[src/verilog/lseb_pkg.sv]
// Constants, register map and state encoding of the LED sink enable and brightness block.
// Assumes a single 250 MHz clock and a two-wire serial register port on pins.
package lseb_pkg;

   // Serial port: seven-bit chip address of this device
   localparam logic [6:0] LSEB_CHIP_ADDR   = 7'h36;

   // Register addresses
   localparam logic [7:0] LSEB_GP_ADDR     = 8'h10;
   localparam logic [7:0] LSEB_MAIN_ADDR   = 8'ha0;
   localparam logic [7:0] LSEB_SEC_ADDR    = 8'h80;

   // Reset values
   localparam logic [7:0] LSEB_GP_RESET    = 8'hc0;
   localparam logic [7:0] LSEB_LEVEL_RESET = 8'h80;
   localparam logic [7:0] LSEB_UNMAPPED    = 8'h00;

   // General purpose register fields
   localparam int         LSEB_MAIN_ON_BIT   = 0;
   localparam int         LSEB_SEC_ON_BIT    = 1;
   localparam int         LSEB_SHARED_BIT    = 2;
   localparam int         LSEB_RAMP_LOW_BIT  = 3;
   localparam int         LSEB_RAMP_HIGH_BIT = 4;
   localparam int         LSEB_DISPLAY_BIT   = 5;
   localparam logic [7:0] LSEB_GP_FIXED_ONES = 8'hc0;
   localparam logic [7:0] LSEB_GP_WR_MASK    = 8'h3f;

   // Widths
   localparam int         LSEB_CODE_W  = 7;
   localparam int         LSEB_LEVEL_W = 16;
   localparam int         LSEB_CNT_W   = 24;

   // Exponential curve: octaves per code step in 1/256 units
   localparam logic [11:0] LSEB_EXP_SLOPE = 12'h013;

   // Ramp dwell times per code
   localparam int LSEB_CLK_PERIOD_NS  = 4;
   localparam int LSEB_STEP_FAST_NS   = 12750;
   localparam int LSEB_STEP_MID_NS    = 3250000;
   localparam int LSEB_STEP_SLOW_NS   = 6500000;
   localparam int LSEB_STEP_LONG_NS   = 13000000;
   localparam int LSEB_STEP_FAST_CYC  =
      (LSEB_STEP_FAST_NS + LSEB_CLK_PERIOD_NS - 1) / LSEB_CLK_PERIOD_NS;
   localparam int LSEB_STEP_MID_CYC   =
      (LSEB_STEP_MID_NS + LSEB_CLK_PERIOD_NS - 1) / LSEB_CLK_PERIOD_NS;
   localparam int LSEB_STEP_SLOW_CYC  =
      (LSEB_STEP_SLOW_NS + LSEB_CLK_PERIOD_NS - 1) / LSEB_CLK_PERIOD_NS;
   localparam int LSEB_STEP_LONG_CYC  =
      (LSEB_STEP_LONG_NS + LSEB_CLK_PERIOD_NS - 1) / LSEB_CLK_PERIOD_NS;

   // Serial port states, Gray along the usual write path
   typedef enum logic [3:0] {
      LSEB_IDLE     = 4'h0,
      LSEB_ADDR     = 4'h1,
      LSEB_ACK_ADDR = 4'h3,
      LSEB_REG      = 4'h2,
      LSEB_ACK_REG  = 4'h6,
      LSEB_WDATA    = 4'h7,
      LSEB_ACK_W    = 4'h5,
      LSEB_RDATA    = 4'h4,
      LSEB_RACK     = 4'hc
   } lseb_state_e;

endpackage

[src/verilog/lseb_led_sink_ctrl.sv]
// Sink enable decode, brightness ramps and serial register port of a dual LED driver.
// Assumes scl/sda arrive asynchronously from pins; sda is open drain, resolved outside.
// What this block does
// - Unison, main on: both sinks at main code
// - Unison, main off: both sinks off
// - Only secondary on: secondary sink at secondary code
// - Only main on: main sink at main code
// - Both on: each sink at own code
// - Display mode, main on: feedback, main sink on
// - Display mode, main off: feedback, both sinks off
// - Analog power when any enable or display
// - Unison clear: independent currents per register
// - Brightness registers 8 bits, 7 bits used
// - Brightness top bit ignored for current
// - Rising codes give exponential current rise
// - Unison set: main register sets both
// - Code zero gives zero, monotonic rising table
// - Main brightness register at address 0xa0
// - Control bits 0,1,2 and 5 placed
// - Ramp one code per selectable dwell time
`timescale 1ns/1ps

module lseb_led_sink_ctrl
   import lseb_pkg::*;
#(
   parameter int STEP_MID_CYC  = LSEB_STEP_MID_CYC,
   parameter int STEP_SLOW_CYC = LSEB_STEP_SLOW_CYC,
   parameter int STEP_LONG_CYC = LSEB_STEP_LONG_CYC
) (
   // Clock and reset
   input  wire logic                    clk_in,
   input  wire logic                    sys_rst_in,
   // Serial register port pins
   input  wire logic                    scl_in,
   input  wire logic                    sda_in,
   output      logic                    sda_out,
   output      logic                    sda_oe_out,
   // Sink control
   output      logic                    main_sink_on_out,
   output      logic                    secondary_sink_on_out,
   output      logic                    secondary_sink_or_feedback_out,
   output      logic                    analog_power_out,
   output      logic [LSEB_LEVEL_W-1:0] main_level_out,
   output      logic [LSEB_LEVEL_W-1:0] secondary_level_out
);

   // Exponential map: linear mantissa on a base-two exponent
   function automatic logic [LSEB_LEVEL_W-1:0] lseb_exp(input logic [LSEB_CODE_W-1:0] c);
      logic [11:0] x;
      logic [17:0] v;
      x = 12'(c) * LSEB_EXP_SLOPE;
      v = 18'({1'b1, x[7:0]}) << x[11:8];
      return (c == 7'h00) ? 16'h0000 : v[17:2];
   endfunction

   logic [2:0]              scl_sync;
   logic [2:0]              sda_sync;
   logic                    scl_f;
   logic                    sda_f;
   logic                    scl_q;
   logic                    sda_q;
   logic                    scl_rise;
   logic                    scl_fall;
   logic                    bus_start;
   logic                    bus_stop;
   lseb_state_e             state;
   logic [3:0]              bit_cnt;
   logic [7:0]              shreg;
   logic [7:0]              outsh;
   logic [7:0]              ptr;
   logic                    rd_mode;
   logic                    nack;
   logic                    drive_low;
   logic                    wr_stb;
   logic [7:0]              rd_data;
   logic [7:0]              gp;
   logic [7:0]              main_brightness_level;
   logic [7:0]              secondary_brightness_level;
   logic                    main_sink_on;
   logic                    secondary_sink_on;
   logic                    shared_level_select;
   logic                    display_supply_mode;
   logic                    ramp_rate_low;
   logic                    ramp_rate_high;
   logic                    main_en;
   logic                    sec_en;
   logic [LSEB_CNT_W-1:0]   step_cyc;
   logic [LSEB_CODE_W-1:0]  want [2];
   logic [LSEB_CODE_W-1:0]  code [2];
   logic [LSEB_CODE_W-1:0]  goal [2];
   logic [LSEB_CNT_W-1:0]   dwell [2];

   // Pin synchronisers; a level counts once second and third stages agree
   always_ff @(posedge clk_in) begin
      if (sys_rst_in) begin
         scl_sync <= 3'h7;
         sda_sync <= 3'h7;
         scl_f    <= 1'b1;
         sda_f    <= 1'b1;
         scl_q    <= 1'b1;
         sda_q    <= 1'b1;
      end else begin
         scl_sync <= {scl_sync[1:0], scl_in};
         sda_sync <= {sda_sync[1:0], sda_in};
         if (scl_sync[2] == scl_sync[1]) begin
            scl_f <= scl_sync[1];
         end
         if (sda_sync[2] == sda_sync[1]) begin
            sda_f <= sda_sync[1];
         end
         scl_q <= scl_f;
         sda_q <= sda_f;
      end
   end

   assign scl_rise  = scl_f & ~scl_q;
   assign scl_fall  = ~scl_f & scl_q;
   assign bus_start = scl_f & scl_q & sda_q & ~sda_f;
   assign bus_stop  = scl_f & scl_q & ~sda_q & sda_f;

   // Open drain: only ever pull low
   assign sda_out    = 1'b0;
   assign sda_oe_out = drive_low;

   // Read mux; unmapped addresses read as zero
   always_comb begin
      case (ptr)
         LSEB_GP_ADDR:   rd_data = gp;
         LSEB_MAIN_ADDR: rd_data = main_brightness_level;
         LSEB_SEC_ADDR:  rd_data = secondary_brightness_level;
         default:        rd_data = LSEB_UNMAPPED;
      endcase
   end

   // Serial port sequencer: address, register pointer, then data bytes
   always_ff @(posedge clk_in) begin
      if (sys_rst_in) begin
         state     <= LSEB_IDLE;
         bit_cnt   <= 4'h0;
         shreg     <= 8'h00;
         outsh     <= 8'h00;
         ptr       <= 8'h00;
         rd_mode   <= 1'b0;
         nack      <= 1'b0;
         drive_low <= 1'b0;
         wr_stb    <= 1'b0;
      end else begin
         wr_stb <= 1'b0;
         if (bus_start) begin
            state     <= LSEB_ADDR;
            bit_cnt   <= 4'h0;
            drive_low <= 1'b0;
         end else if (bus_stop) begin
            state     <= LSEB_IDLE;
            drive_low <= 1'b0;
         end else if (scl_rise) begin
            if (state == LSEB_RACK) begin
               nack <= sda_f;
            end else begin
               shreg   <= {shreg[6:0], sda_f};
               bit_cnt <= bit_cnt + 4'h1;
            end
         end else if (scl_fall) begin
            case (state)
               LSEB_IDLE: begin
                  drive_low <= 1'b0;
               end
               LSEB_ADDR: begin
                  if (bit_cnt == 4'h8) begin
                     if (shreg[7:1] == LSEB_CHIP_ADDR) begin
                        state     <= LSEB_ACK_ADDR;
                        drive_low <= 1'b1;
                        rd_mode   <= shreg[0];
                     end else begin
                        state <= LSEB_IDLE;
                     end
                  end
               end
               LSEB_ACK_ADDR: begin
                  bit_cnt <= 4'h0;
                  if (rd_mode) begin
                     state     <= LSEB_RDATA;
                     outsh     <= rd_data;
                     drive_low <= ~rd_data[7];
                  end else begin
                     state     <= LSEB_REG;
                     drive_low <= 1'b0;
                  end
               end
               LSEB_REG: begin
                  if (bit_cnt == 4'h8) begin
                     state     <= LSEB_ACK_REG;
                     drive_low <= 1'b1;
                     ptr       <= shreg;
                  end
               end
               LSEB_ACK_REG, LSEB_ACK_W: begin
                  state     <= LSEB_WDATA;
                  bit_cnt   <= 4'h0;
                  drive_low <= 1'b0;
               end
               LSEB_WDATA: begin
                  if (bit_cnt == 4'h8) begin
                     state     <= LSEB_ACK_W;
                     drive_low <= 1'b1;
                     wr_stb    <= 1'b1;
                  end
               end
               LSEB_RDATA: begin
                  if (bit_cnt == 4'h8) begin
                     state     <= LSEB_RACK;
                     drive_low <= 1'b0;
                  end else begin
                     drive_low <= ~outsh[6];
                     outsh     <= {outsh[6:0], 1'b0};
                  end
               end
               LSEB_RACK: begin
                  bit_cnt <= 4'h0;
                  if (nack) begin
                     state <= LSEB_IDLE;
                  end else begin
                     state     <= LSEB_RDATA;
                     outsh     <= rd_data;
                     drive_low <= ~rd_data[7];
                  end
               end
               default: begin
                  state     <= LSEB_IDLE;
                  drive_low <= 1'b0;
               end
            endcase
         end
      end
   end

   // Register file; shreg still holds the data byte during wr_stb
   always_ff @(posedge clk_in) begin
      if (sys_rst_in) begin
         gp                         <= LSEB_GP_RESET;
         main_brightness_level      <= LSEB_LEVEL_RESET;
         secondary_brightness_level <= LSEB_LEVEL_RESET;
      end else if (wr_stb) begin
         case (ptr)
            LSEB_GP_ADDR: begin
               gp <= (shreg & LSEB_GP_WR_MASK) | LSEB_GP_FIXED_ONES;
            end
            LSEB_MAIN_ADDR: begin
               main_brightness_level <= shreg;
            end
            LSEB_SEC_ADDR: begin
               secondary_brightness_level <= shreg;
            end
            default: begin
               gp <= gp;
            end
         endcase
      end
   end

   assign main_sink_on        = gp[LSEB_MAIN_ON_BIT];
   assign secondary_sink_on   = gp[LSEB_SEC_ON_BIT];
   assign shared_level_select = gp[LSEB_SHARED_BIT];
   assign ramp_rate_low       = gp[LSEB_RAMP_LOW_BIT];
   assign ramp_rate_high      = gp[LSEB_RAMP_HIGH_BIT];
   assign display_supply_mode = gp[LSEB_DISPLAY_BIT];

   // main sink follows its own enable in every mode
   assign main_en = main_sink_on;
   // secondary enable, borrowed from main under unison
   assign sec_en  = ~display_supply_mode &
                    (shared_level_select ? main_sink_on : secondary_sink_on);

   // top bit dropped, disabled sinks ramp toward zero
   assign want[0] = main_en ? main_brightness_level[6:0] : 7'h00;
   assign want[1] = ~sec_en ? 7'h00 :
                    shared_level_select ? main_brightness_level[6:0] :
                                          secondary_brightness_level[6:0];

   always_comb begin
      case ({ramp_rate_low, ramp_rate_high})
         2'b00:   step_cyc = LSEB_CNT_W'(LSEB_STEP_FAST_CYC);
         2'b01:   step_cyc = LSEB_CNT_W'(STEP_MID_CYC);
         2'b10:   step_cyc = LSEB_CNT_W'(STEP_SLOW_CYC);
         default: step_cyc = LSEB_CNT_W'(STEP_LONG_CYC);
      endcase
   end

   // a ramp runs to its latched goal before taking a new one
   for (genvar i = 0; i < 2; i++) begin : g_ramp
      always_ff @(posedge clk_in) begin
         if (sys_rst_in) begin
            code[i]  <= 7'h00;
            goal[i]  <= 7'h00;
            dwell[i] <= '0;
         end else if (code[i] == goal[i]) begin
            dwell[i] <= '0;
            if (want[i] != code[i]) begin
               goal[i] <= want[i];
               code[i] <= (want[i] > code[i]) ? code[i] + 7'h01 : code[i] - 7'h01;
            end
         end else if (dwell[i] >= step_cyc - 24'h000001) begin
            dwell[i] <= '0;
            code[i]  <= (goal[i] > code[i]) ? code[i] + 7'h01 : code[i] - 7'h01;
         end else begin
            dwell[i] <= dwell[i] + 24'h000001;
         end
      end
   end

   // Registered sink outputs
   always_ff @(posedge clk_in) begin
      if (sys_rst_in) begin
         main_sink_on_out               <= 1'b0;
         secondary_sink_on_out          <= 1'b0;
         secondary_sink_or_feedback_out <= 1'b0;
         analog_power_out               <= 1'b0;
         main_level_out                 <= 16'h0000;
         secondary_level_out            <= 16'h0000;
      end else begin
         main_sink_on_out               <= main_en;
         secondary_sink_on_out          <= sec_en;
         secondary_sink_or_feedback_out <= display_supply_mode;
         analog_power_out <= main_sink_on | secondary_sink_on | display_supply_mode;
         // exponential current, zero when the sink is off
         main_level_out      <= main_en ? lseb_exp(code[0]) : 16'h0000;
         secondary_level_out <= sec_en ? lseb_exp(code[1]) : 16'h0000;
      end
   end

   property p_unison_on;
      @(posedge clk_in) disable iff (sys_rst_in)
      shared_level_select & ~display_supply_mode & main_sink_on
      |=> main_sink_on_out && secondary_sink_on_out;
   endproperty
   a_unison_on: assert property (p_unison_on) else $error("unison on wrong");

   property p_unison_off;
      @(posedge clk_in) disable iff (sys_rst_in)
      shared_level_select & ~display_supply_mode & ~main_sink_on
      |=> !main_sink_on_out && !secondary_sink_on_out;
   endproperty
   a_unison_off: assert property (p_unison_off) else $error("unison off wrong");

   property p_sec_only;
      @(posedge clk_in) disable iff (sys_rst_in)
      ~shared_level_select & ~display_supply_mode & ~main_sink_on & secondary_sink_on
      |=> !main_sink_on_out && secondary_sink_on_out;
   endproperty
   a_sec_only: assert property (p_sec_only) else $error("secondary only wrong");

   property p_main_only;
      @(posedge clk_in) disable iff (sys_rst_in)
      ~shared_level_select & ~display_supply_mode & main_sink_on & ~secondary_sink_on
      |=> main_sink_on_out && !secondary_sink_on_out;
   endproperty
   a_main_only: assert property (p_main_only) else $error("main only wrong");

   property p_both;
      @(posedge clk_in) disable iff (sys_rst_in)
      ~shared_level_select & ~display_supply_mode & main_sink_on & secondary_sink_on
      |=> main_sink_on_out && secondary_sink_on_out;
   endproperty
   a_both: assert property (p_both) else $error("both sinks wrong");

   property p_disp;
      @(posedge clk_in) disable iff (sys_rst_in)
      display_supply_mode |=> secondary_sink_or_feedback_out && !secondary_sink_on_out
                              && (main_sink_on_out == $past(main_sink_on));
   endproperty
   a_disp: assert property (p_disp) else $error("display mode wrong");

   property p_power;
      @(posedge clk_in) disable iff (sys_rst_in)
      ##1 analog_power_out == $past(main_sink_on | secondary_sink_on | display_supply_mode);
   endproperty
   a_power: assert property (p_power) else $error("analog power wrong");

   property p_shared_src;
      @(posedge clk_in) disable iff (sys_rst_in)
      shared_level_select & sec_en |-> want[1] == want[0];
   endproperty
   a_shared_src: assert property (p_shared_src) else $error("unison source wrong");

   property p_one_step;
      @(posedge clk_in) disable iff (sys_rst_in)
      code[0] != $past(code[0]) |->
         (code[0] == $past(code[0]) + 7'h01) || (code[0] == $past(code[0]) - 7'h01);
   endproperty
   a_one_step: assert property (p_one_step) else $error("ramp skipped a code");

   property p_zero_level;
      @(posedge clk_in) disable iff (sys_rst_in)
      code[0] == 7'h00 |=> main_level_out == 16'h0000;
   endproperty
   a_zero_level: assert property (p_zero_level) else $error("code zero not zero");

   property p_sec_kept;
      @(posedge clk_in) disable iff (sys_rst_in)
      !(wr_stb && ptr == LSEB_SEC_ADDR) |=> $stable(secondary_brightness_level);
   endproperty
   a_sec_kept: assert property (p_sec_kept) else $error("secondary level changed");

   c_unison:  cover property (@(posedge clk_in) secondary_sink_on_out && shared_level_select);
   c_display: cover property (@(posedge clk_in) secondary_sink_or_feedback_out && main_sink_on_out);
   c_full:    cover property (@(posedge clk_in) code[0] == 7'h7f);
   c_read:    cover property (@(posedge clk_in) state == LSEB_RACK);

endmodule

[config.mk]
export PLATFORM = sky130hd
export DESIGN_NAME = lseb_led_sink_ctrl
export DESIGN_NICKNAME = d
export VERILOG_FILES = /design/src/verilog/lseb_pkg.sv /design/src/verilog/lseb_led_sink_ctrl.sv
export SDC_FILE = /design/constraint.sdc
export NUM_CORES = 1
export LEC_CHECK = 0
export BUFFER_PORTS_ARGS = -buffer_cell sky130_fd_sc_hd__buf_4
export CAP_MARGIN = 0
export CORE_MARGIN = 1.5
export CORE_UTILIZATION = 40
export CTS_BUF_LIST = sky130_fd_sc_hd__clkbuf_8
export CTS_CLUSTER_SIZE = 20
export DETAILED_ROUTE_END_ITERATION = 10
export MAX_ROUTING_LAYER = met4
export PLACE_DENSITY = 0.59
export REMOVE_ABC_BUFFERS = 1
export SLEW_MARGIN = 25
export SYNTH_ARGS = -nofsm -noshare
export SYNTH_HDL_FRONTEND = slang
export SYNTH_SLANG_ARGS = --single-unit
[constraint.sdc]
create_clock -name clk_in -period 4.7 [get_ports clk_in]
set_input_delay 0.705 -clock clk_in [delete_from_list [all_inputs] [get_ports clk_in]]
set_output_delay 0.705 -clock clk_in [all_outputs]
set_load 0.01 [all_outputs]
# --- Word-level counts from Yosys, hierarchy flattened ---
# Memory sizes are Yosys's and may differ from the RTL's.
# Cells that the tools add are included.
classes:
  n_addsub: 8
  n_mul: 2
  magnitude_cmp: 6
  eq_ne: 37
  shift: 2
  n_mux: 82
  bitwise: 38
  n_reduce_logical: 28
op_table:
  columns: ["op", "count"]
  rows:
  - ["two-way mux 24 bit", 6]
  - ["two-way mux 7 bit", 16]
  - ["one-hot mux 22 bit (3 select lines)", 1]
  - ["adder 24 x 1 -> 24 bit, second input constant", 2]
  - ["greater-or-equal comparator 24 bit", 2]
  - ["two-way mux 1 bit", 44]
  - ["<< shifter 9 x 4 -> 18 bit", 2]
  - ["two-way mux 4 bit", 8]
  - ["one-hot mux 4 bit (8 select lines)", 1]
  - ["greater-than comparator 7 bit", 4]
  - ["multiplier 7 x 5 -> 12 bit, second input constant", 2]
  - ["one-hot mux 8 bit (3 select lines)", 1]
  - ["subtractor 24 x 1 -> 24 bit, second input constant", 1]
  - ["one-hot mux 7 bit (3 select lines)", 1]
  - ["AND reduction 7 bit", 3]
  - ["!= test 2 bit, second input constant", 9]
  - ["== test 4 x 3 -> 1 bit, second input constant", 4]
  - ["== test 8 bit, second input constant", 2]
  - ["!= test 4 bit, second input constant", 4]
  - ["inverter 1 bit", 16]
  - ["adder 7 x 1 -> 7 bit, second input constant", 2]
  - ["== test 7 bit", 2]
  - ["zero test 7 bit", 2]
  - ["!= test 7 bit", 2]
  - ["30 further kinds", 66]
totals:
  reg_bits: 103
  ram_bits: 76
  inputBits: 4
  memories: 3
mem_list:
  columns: ["name", "depth", "word_bits", "read_ports", "rd_clocked_by_memory_dff", "write_ports", "line", "text"]
  rows:
  - ["dwell", 2, 24, 2, 0, 2, "lseb_led_sink_ctrl.sv:91", "logic [LSEB_CNT_W-1:0] dwell [2];"]
  - ["code", 2, 7, 2, 0, 2, "lseb_led_sink_ctrl.sv:89", "logic [LSEB_CODE_W-1:0] code [2];"]
  - ["goal", 2, 7, 2, 0, 2, "lseb_led_sink_ctrl.sv:90", "logic [LSEB_CODE_W-1:0] goal [2];"]

# --- Longest topological paths before layout ---
# Gate-level depths: netlist (run 1).
logic_depth:
  depth_word: 10
  ltp_mapped: 15
  ltp_nobuf: 14

# --- Least setup slack after synthesis (run 1) ---
# OpenSTA, ideal clock, no wires.
synth_path:
  kind: "register to register"
  from: "memory code[1][4]"
  to: "register secondary_level_out[9]"
  t_arrival_ps: 3200
  t_required_ps: 4558
  path_slack_ps: 1357
  path_stages_with_launch: 15
  n_path_buf: 1
  synth_period_minus_slack_ps: 3343
  path_cell_list: "edfxtp_1 -> ha_1 -> inv_1 -> fa_1 -> inv_1 -> ha_1 -> o21ai_1 -> a2111oi_1 -> a211oi_1 -> clkbuf_1 -> nor2_1 -> a21oi_1 -> mux2i_1 -> a211oi_1 -> a21oi_1"
synth_rtl:
  columns: ["item", "line", "text"]
  rows:
  - ["start, declared", "lseb_led_sink_ctrl.sv:89", null]
  - ["end signal, assigned", "lseb_led_sink_ctrl.sv:327", "secondary_level_out <= sec_en ? lseb_exp(code[1]) : 16'h0000;"]
  - ["end, declared", "lseb_led_sink_ctrl.sv:44", "output logic [LSEB_LEVEL_W-1:0] secondary_level_out"]

==> key figures, run 1 <==
Layout
  – Fill cells: 2,947
  – Cell Count, Final, Fillers Out: 1,782
  – ANT cells: 0
  – Proportion of layout cells with a drive suffix above 1: 8.69%
  – Final nets: 1,518
  – Layout area overhead: 10.2%

Setup path
  – Buf/Inv on CP: 2
  – Reg2reg path depth: 12
  – CP arrival: 4.30 ns
  – Kind of critical path: reg -> reg
  – Reg2reg end: dwell[0][5]
  – CP cell instances: inv_1 -> ha_1 -> o21ai_0 -> o31a_1 -> ha_1 -> inv_1 -> nor4_1 -> a2111oi_0 -> o21ai_0 -> a41o_1 -> or3_1 -> nor2_1
  – Reg-to-Reg Start: gp[4]
  – CP Data Required Time: 5.03 ns
  – Cell family with most CP delay: compound AO/OA/AOI/OAI gates
  – Max FO, Critical Path: 23
  – Max incr delay on CP: 0.66 ns
  – Crit end category: flip-flop
  – Crit start category: flip-flop
  – Slowest CP cell: or3_1
  – Reg2reg setup slack: 0.74 ns

Min path
  – Worst hold path depth: 2
  – Worst Hold End: scl_sync[0]
  – Hold wc startpoint: scl_in
  – Worst Hold Class: in -> reg

Timing
  – RSZ-0062 raised after global routing: false
  – Final Skew: 0.0178 ns
  – Final Critical Period: 3.96 ns
  – Final setup viols: 0
  – Slew Viols, Final: 0
  – Setup TNS: 0 ns
  – Fmax: 252 MHz
  – Endpoints failing hold: 0
  – Worst-Margin Slew: 1.00 ns
  – Rel. slew slack: 32.4%
  – Fin crit share: 84.3%

Drt
  – Vias: 9,276
  – DRT Pass-1 Iters: 5
  – WL/cell: 14.6 um
  – Total Wirelength: 26.1 mm
  – Avg Vias per Cell: 5.21
  – DRC: 0
  – Antenna viol nets, final: 0
  – First DRT Iteration DRCs: 673

CTS
  – # clock sinks: 179
  – PostCTS Resize Cnt: 0
  – Clock latency on the worst-skew pair: 0.48 ns
  – Clock Tree Root: clkbuf_8
  – CTS Buf Count: 17
  – CTS tree: built
  – Clk slew on worst S/H paths: 0.10 ns
  – Hold_buf cts: 0
  – Clk buf depth: 2
  – Setup Buffers After CTS: 0
  – H-Tree Depth: 4

Global route
  – Met2 Use GR: 28.0%
  – Vias in the first global route: 8,820
  – Grt ovf: 0
  – Initial antenna violation count: 0
  – Met1 Usage GRT: 24.6%
  – Largest net degree at the start of global routing: 77
  – GR Util met3: 3.01%
  – All-Layer GR Usage: 18.1%
  – GRT busiest layer: met2
  – First-pass GRT wire length: 44.3 mm

Flow run
  – Max Cap Violations: 0

Power and ir drop
  – P_sw: 3.30 mW
  – Logic gate share of total power: 60.0%
  – Pwr/cell area: 554 nW/um^2
  – Maximum VDD drop: 0.419 mV
  – Power Internal: 3.98 mW
  – Switching share of power: 45.4%
  – Leakage power: 5.26 nW
  – Reg power frac: 25.7%
  – Clock Power Share: 14.3%

Placement
  – Routability Congestion: 0.880
  – HPWL Detailed: 19.5 mm
  – Placed cells: 1,750
  – Port bufs: 40

Logic synthesis
  – Average cell area after synthesis: 9.13 um^2
  – Count of cell types in the netlist: 88
  – Post-Syn Instances: 1,307
  – Syn Std Cell Area: 11,900 um^2
  – Yosys warnings: 0
  – Main flop type after synthesis: dfxtp_1
  – Post-synth EDFFs: 76
  – Async set-reset flop share out of synthesis: 0%
  – Sequential share of the synthesized area: 36.4%
  – Yosys reg bits: 179

Floorplanning
  – Initial Util: 40.5%
  – Die area: 30,900 um^2
  – Core Box Area: 29,500 um^2
  – Site row count: 63
  – Chip width: 176 um
  – Die Ht: 176 um
  – Ports: 42

Outcome
  – Status: finished, final reports clean
-- worst reg2reg max path: cells and delay by family (launching register included) --
family | cells | cell delay [ns]
flops | 1 | 0.49
compound gates | 5 | 1.62
fa+ha+maj | 2 | 0.58
simple gates | 3 | 0.93
buf+inv | 2 | 0.20
-- per-stage QoR --
step	hold WS [ns]	area [um^2]	power, mW	utilization, %	setup slack, ns
after CTS	0.377	13100	7.32	44.6	0.726
after detailed placement	0.396	12800	6.25	43.3	0.746
after global placement	0.400	12800	6.21	43.3	0.847
after global routing	0.378	13200	7.95	44.6	0.483
after floorplan	0.389	11900	5.31	-	1.09
final	0.407	13200	7.29	44.6	0.737
-- final cells by class --
| cell class | instances | area (um^2) | area share, % |
|---|---|---|---|
| Inverter | 64 | 240 | 1.83 |
| Clock inverter | 14 | 126 | 0.961 |
| Timing Repair Buffer | 49 | 368 | 2.80 |
| Clock buffer | 18 | 248 | 1.88 |
| Tap cell | 390 | 488 | 3.71 |
| Multi-Input combinational cell | 1068 | 7340 | 55.8 |
| Sequential cell | 179 | 4340 | 33.0 |
-- registers in the layout, summed over array words and instances (netlist names), 3 cells and up --
| name | flops |
|---|---|
| ptr | 8 |
| goal | 14 |
| secondary_brightness_level | 8 |
| main_level_out | 16 |
| state | 4 |
| gp | 6 |
| code | 14 |
| bit_cnt | 4 |
| shreg | 8 |
| outsh | 7 |
| main_brightness_level | 8 |
| secondary_level_out | 16 |
| scl_sync | 3 |
| sda_sync | 3 |
| dwell | 48 |
-- power groups by stage --
stage	combinational (mW)	clock [mW]	sequential (mW)
3_5_place_dp	4.34	0	1.91
3_3_place_gp	4.30	0	1.91
5_1_grt	4.93	1.13	1.89
6_report	4.37	1.04	1.87
4_1_cts	4.37	1.07	1.87
2_1_floorplan	3.43	0	1.88
-- metal layers --
layer,vias up,routed length (um)
li1,4775,-
met3,23,689
met2,107,11800
met5,-,0
met4,0,295
met1,4371,13300
-- how the worst max path moves through the flow --
stage          startpoint                     end  slack (ns)  cells after the start
2_1_floorplan  code[1][4]  secondary_level_out[9]        1.09                     13
3_3_place_gp        gp[4]            dwell[0][21]        0.85                     12
3_5_place_dp        gp[4]             dwell[0][4]        0.75                     12
4_1_cts             gp[4]             dwell[0][4]        0.73                     12
5_1_grt             gp[4]            dwell[0][18]        0.48                     11
6_report            gp[4]             dwell[0][5]        0.74                     12
-- cells by family after synthesis --
family	count (synthesis)	share of synthesized area, %
buffers and inverters	111	3.75
XOR/XNOR	70	5.48
AND/OR/NAND/NOR	480	19.2
multiplexers	74	6.33
AO/OA/AOI/OAI	255	14.2
flip-flops	179	36.4
adder cells (fa/ha/maj)	136	14.6
other	2	0.0629
-- Yosys cell counts, types with 7 or more instances --
| cell | n | area share (%) |
|---|---|---|
| nand4_1 | 18 | 0.94 |
| nand2b_1 | 11 | 0.58 |
| clkbuf_1 | 32 | 1.0 |
| and3_1 | 16 | 0.84 |
| a22o_1 | 7 | 0.51 |
| a211oi_1 | 19 | 1.2 |
| dfxtp_1 | 103 | 17 |
| xnor2_1 | 34 | 2.5 |
| nand2_1 | 95 | 3.0 |
| nor2_1 | 180 | 5.7 |
| xor2_1 | 32 | 2.3 |
| nand3_1 | 50 | 2.1 |
| nor3_1 | 29 | 1.2 |
| a21o_1 | 13 | 0.82 |
| o21a_1 | 7 | 0.44 |
| nor2b_1 | 14 | 0.73 |
| inv_1 | 63 | 2.0 |
| edfxtp_1 | 76 | 19 |
| ha_1 | 129 | 14 |
| or2_2 | 11 | 0.58 |
| mux2i_1 | 68 | 5.7 |
| o21ai_0 | 49 | 2.1 |
| a21oi_1 | 83 | 3.5 |
| buf_2 | 10 | 0.42 |
| and2_1 | 18 | 0.94 |
-- cells in the final DEF (no fill, tap or decap), types with 5 or more instances in the layout --
cell,netlist,layout
a211oi_1,19,19
a21o_1,13,13
a21oi_1,83,83
a22o_1,7,7
a31oi_1,6,6
and2_1,18,18
and3_1,16,16
and4_1,6,6
buf_4,3,49
clkbuf_8,0,18
conb_1,2,53
dfxtp_1,103,103
edfxtp_1,76,76
fa_1,6,6
ha_1,129,129
inv_1,63,65
mux2i_1,68,68
nand2_1,95,95
nand2b_1,11,11
nand3_1,50,50
nand4_1,18,18
nor2_1,180,180
nor2b_1,14,14
nor3_1,29,29
nor3b_1,5,5
nor4b_1,5,5
o211ai_1,5,5
o21a_1,7,7
o21ai_0,49,49
o21bai_1,6,6
o22ai_1,6,6
or2_2,11,11
xnor2_1,34,34
xor2_1,32,32
(Power assumes the default switching activity.)
==> inputs of run 2 (changes only) <==
- PLACE_DENSITY: 0.59 -> 0.61
- clock period: 4.7 -> 3.3 ns (I/O delays scaled with it)
==> run 2 against run 1 <==
Setup slack got worse by 0.73 ns. Sequential share of layout area fell by 2.7 points. Non-clock buffer count rose by 93.
==> key figures, run 2 (synthesis results as in run 1) <==
Layout
  – Largest register FFs: 48 (unchanged)
  – Proportion of layout cells with a drive suffix above 1: 18.9% (was 8.69%)
  – Commonest non-fill, non-tap cell in the layout: nor2_1 (unchanged)
  – Top reg by flops: dwell (unchanged)
  – Final nets: 1,612 (was 1,518)
  – Layout area overhead: 20.3% (was 10.2%)
  – Multi-input gate area: 7760 um^2 (was 7340 um^2)
  – Register area: 4350 um^2 (was 4340 um^2)
  – Cell Count, Final, Fillers Out: 1,876 (was 1,782)
  – Top flop regs: dwell (48), main_level_out (16), secondary_level_out (16) (unchanged)
  – Fill cells: 2,840 (was 2,947)
  – ANT cells: 0 (unchanged)
  – Most frequent cells in the layout: nor2_1 (172), buf_4 (134), ha_1 (121) (was nor2_1 (180), ha_1 (129), dfxtp_1 (103))

Setup path
  – CP arrival: 3.66 ns (was 4.30 ns)
  – Reg2reg path depth: 14 (was 12)
  – Kind of critical path: reg -> reg (unchanged)
  – CP startpoint: code[0][4] (was gp[4])
  – Slowest CP cell: fa_1 (was or3_1)
  – CP cell instances: ha_1 -> inv_1 -> fa_1 -> inv_2 -> ha_4 -> o21ai_2 -> o211ai_1 -> nand2_2 -> xnor2_4 -> buf_12 -> mux2i_1 -> mux2i_4 -> mux2i_2 -> o21ai_0 (was inv_1 -> ha_1 -> o21ai_0 -> o31a_1 -> ha_1 -> inv_1 -> nor4_1 -> a2111oi_0 -> o21ai_0 -> a41o_1 -> or3_1 -> nor2_1)
  – Max incr delay on CP: 0.49 ns (was 0.66 ns)
  – Reg-to-Reg Start: code[0][4] (was gp[4])
  – Crit start category: flip-flop (unchanged)
  – CP Data Required Time: 3.66 ns (was 5.03 ns)
  – Crit end category: flip-flop (unchanged)
  – Max FO, Critical Path: 5 (was 23)

Min path
  – Worst Hold Class: in -> reg (unchanged)
  – Worst hold path depth: 2 (unchanged)
  – Hold wc startpoint: sda_in (was scl_in)

Floorplanning
  – Die area: 30,900 um^2 (unchanged)
  – Core Box Area: 29,500 um^2 (unchanged)
  – Site row count: 63 (unchanged)
  – Chip width: 176 um (unchanged)
  – Die Ht: 176 um (unchanged)
  – Initial Util: 40.5% (unchanged)
  – Ports: 42 (unchanged)

Timing
  – Worst-Margin Slew: 0.818 ns (was 1.00 ns)
  – Min Hold Slack: 0.198 ns (was 0.407 ns)
  – Final setup viols: 0 (unchanged)
  – RSZ-0062 raised after global routing: true (was false)
  – Final Skew: 0.0243 ns (was 0.0178 ns)
  – Endpoints failing hold: 0 (unchanged)
  – Final Critical Period: 3.29 ns (was 3.96 ns)
  – Fin crit share: 99.8% (was 84.3%)
  – Slew Viols, Final: 0 (unchanged)
  – Rel. slew slack: 45.5% (was 32.4%)
  – Fmax: 304 MHz (was 252 MHz)

Global route
  – Largest net degree at the start of global routing: 77 (unchanged)
  – Grt ovf: 0 (unchanged)
  – All-Layer GR Usage: 18.9% (was 18.1%)
  – Vias in the first global route: 9,524 (was 8,820)
  – Initial antenna violation count: 0 (unchanged)
  – First-pass GRT wire length: 46.6 mm (was 44.3 mm)

CTS
  – Clk buf depth: 2 (unchanged)
  – Clock Tree Root: clkbuf_8 (unchanged)
  – Hold_buf cts: 0 (unchanged)
  – H-Tree Depth: 4 (unchanged)
  – # clock sinks: 179 (unchanged)
  – CTS tree: built (unchanged)
  – CTS Buf Count: 17 (unchanged)
  – Clock latency on the worst-skew pair: 0.48 ns (about the same)
  – Clk slew on worst S/H paths: 0.10 ns (about the same)

Drt
  – First DRT Iteration DRCs: 591 (was 673)
  – DRT Pass-1 Iters: 5 (unchanged)
  – Avg Vias per Cell: 5.24 (was 5.21)
  – DRC: 0 (unchanged)
  – Total Wirelength: 27.9 mm (was 26.1 mm)
  – Vias: 9,828 (was 9,276)
  – WL/cell: 14.9 um (was 14.6 um)
  – Antenna viol nets, final: 0 (unchanged)

Placement
  – Routability Congestion: 0.906 (was 0.880)
  – Port bufs: 40 (unchanged)
  – HPWL Detailed: 20.3 mm (was 19.5 mm)
  – Placed cells: 1,832 (was 1,750)

Power and ir drop
  – Maximum VDD drop: 0.699 mV (was 0.419 mV)
  – Power Total: 13.1 mW (was 7.29 mW)
  – Leakage power: 5.76 nW (was 5.26 nW)
  – Pwr/cell area: 912 nW/um^2 (was 554 nW/um^2)

Flow run
  – Max Cap Violations: 0 (unchanged)

Outcome
  – Status: finished, final reports clean (unchanged)
## run 2: power by group
group          switching [mW]  total [mW]  internal [mW]
clock                   0.900        1.52          0.621
combinational            4.84        9.00           4.16
sequential             0.0993        2.57           2.47
total                    5.84        13.1           7.25
## run 2: metrics by stage
stage	util (%)	instance area [um^2]	setup TNS [ns]	setup WS (ns)
2_1_floorplan	-	11900	-3.43	-0.313
3_3_place_gp	45.5	13400	-0.0823	-0.0193
3_5_place_dp	45.5	13400	-0.992	-0.144
4_1_cts	47.2	13900	-0.0736	-0.0461
5_1_grt	48.7	14400	-1.58	-0.166
6_report	48.7	14400	0	0.00690
## run 2: layout make-up
| class | instances | share of cell area [%] |
|---|---|---|
| Multi-Input combinational cell | 1069 | 54.1 |
| Inverter | 64 | 1.69 |
| Sequential cell | 179 | 30.3 |
| Clock inverter | 15 | 1.04 |
| Tap cell | 390 | 3.40 |
| Clock buffer | 17 | 1.63 |
| Timing Repair Buffer | 142 | 7.82 |
## run 2: worst paths after layout
check | to | slack [ns]
hold reg to reg | sda_sync[1] | 0.42
hold / removal | sda_sync[0] | 0.20
setup / recovery | main_level_out[11] | 0.007
setup reg to reg | main_level_out[11] | 0.007
## run 2: timing repair
action / CTS / global route
endpoints found under the setup margin: 60 / 103
gates resized for setup: 17 / 95
gates cloned: 1 / 0
endpoints found under the hold margin: 0 / 0
setup buffers: 4 / 7
pin swaps: 3 / 36
## run 2: critical path, delay by kind of cell (launching register included)
kind | cells | cell delay [ns]
fa+ha+maj | 3 | 1.04
mux | 3 | 0.68
compound gates | 3 | 0.42
flops | 1 | 0.41
buf+inv | 3 | 0.24
simple gates | 1 | 0.20
xor+xnor | 1 | 0.20
## run 2: routing by layer
| metal | vias up | wire (um) | track usage, % |
|---|---|---|---|
| met1 | 4692 | 13400 | 25.2 |
| li1 | 4966 | - | - |
| met5 | - | 0 | - |
| met2 | 146 | 13200 | 30.1 |
| met3 | 24 | 985 | 3.23 |
| met4 | 0 | 318 | 4.24 |
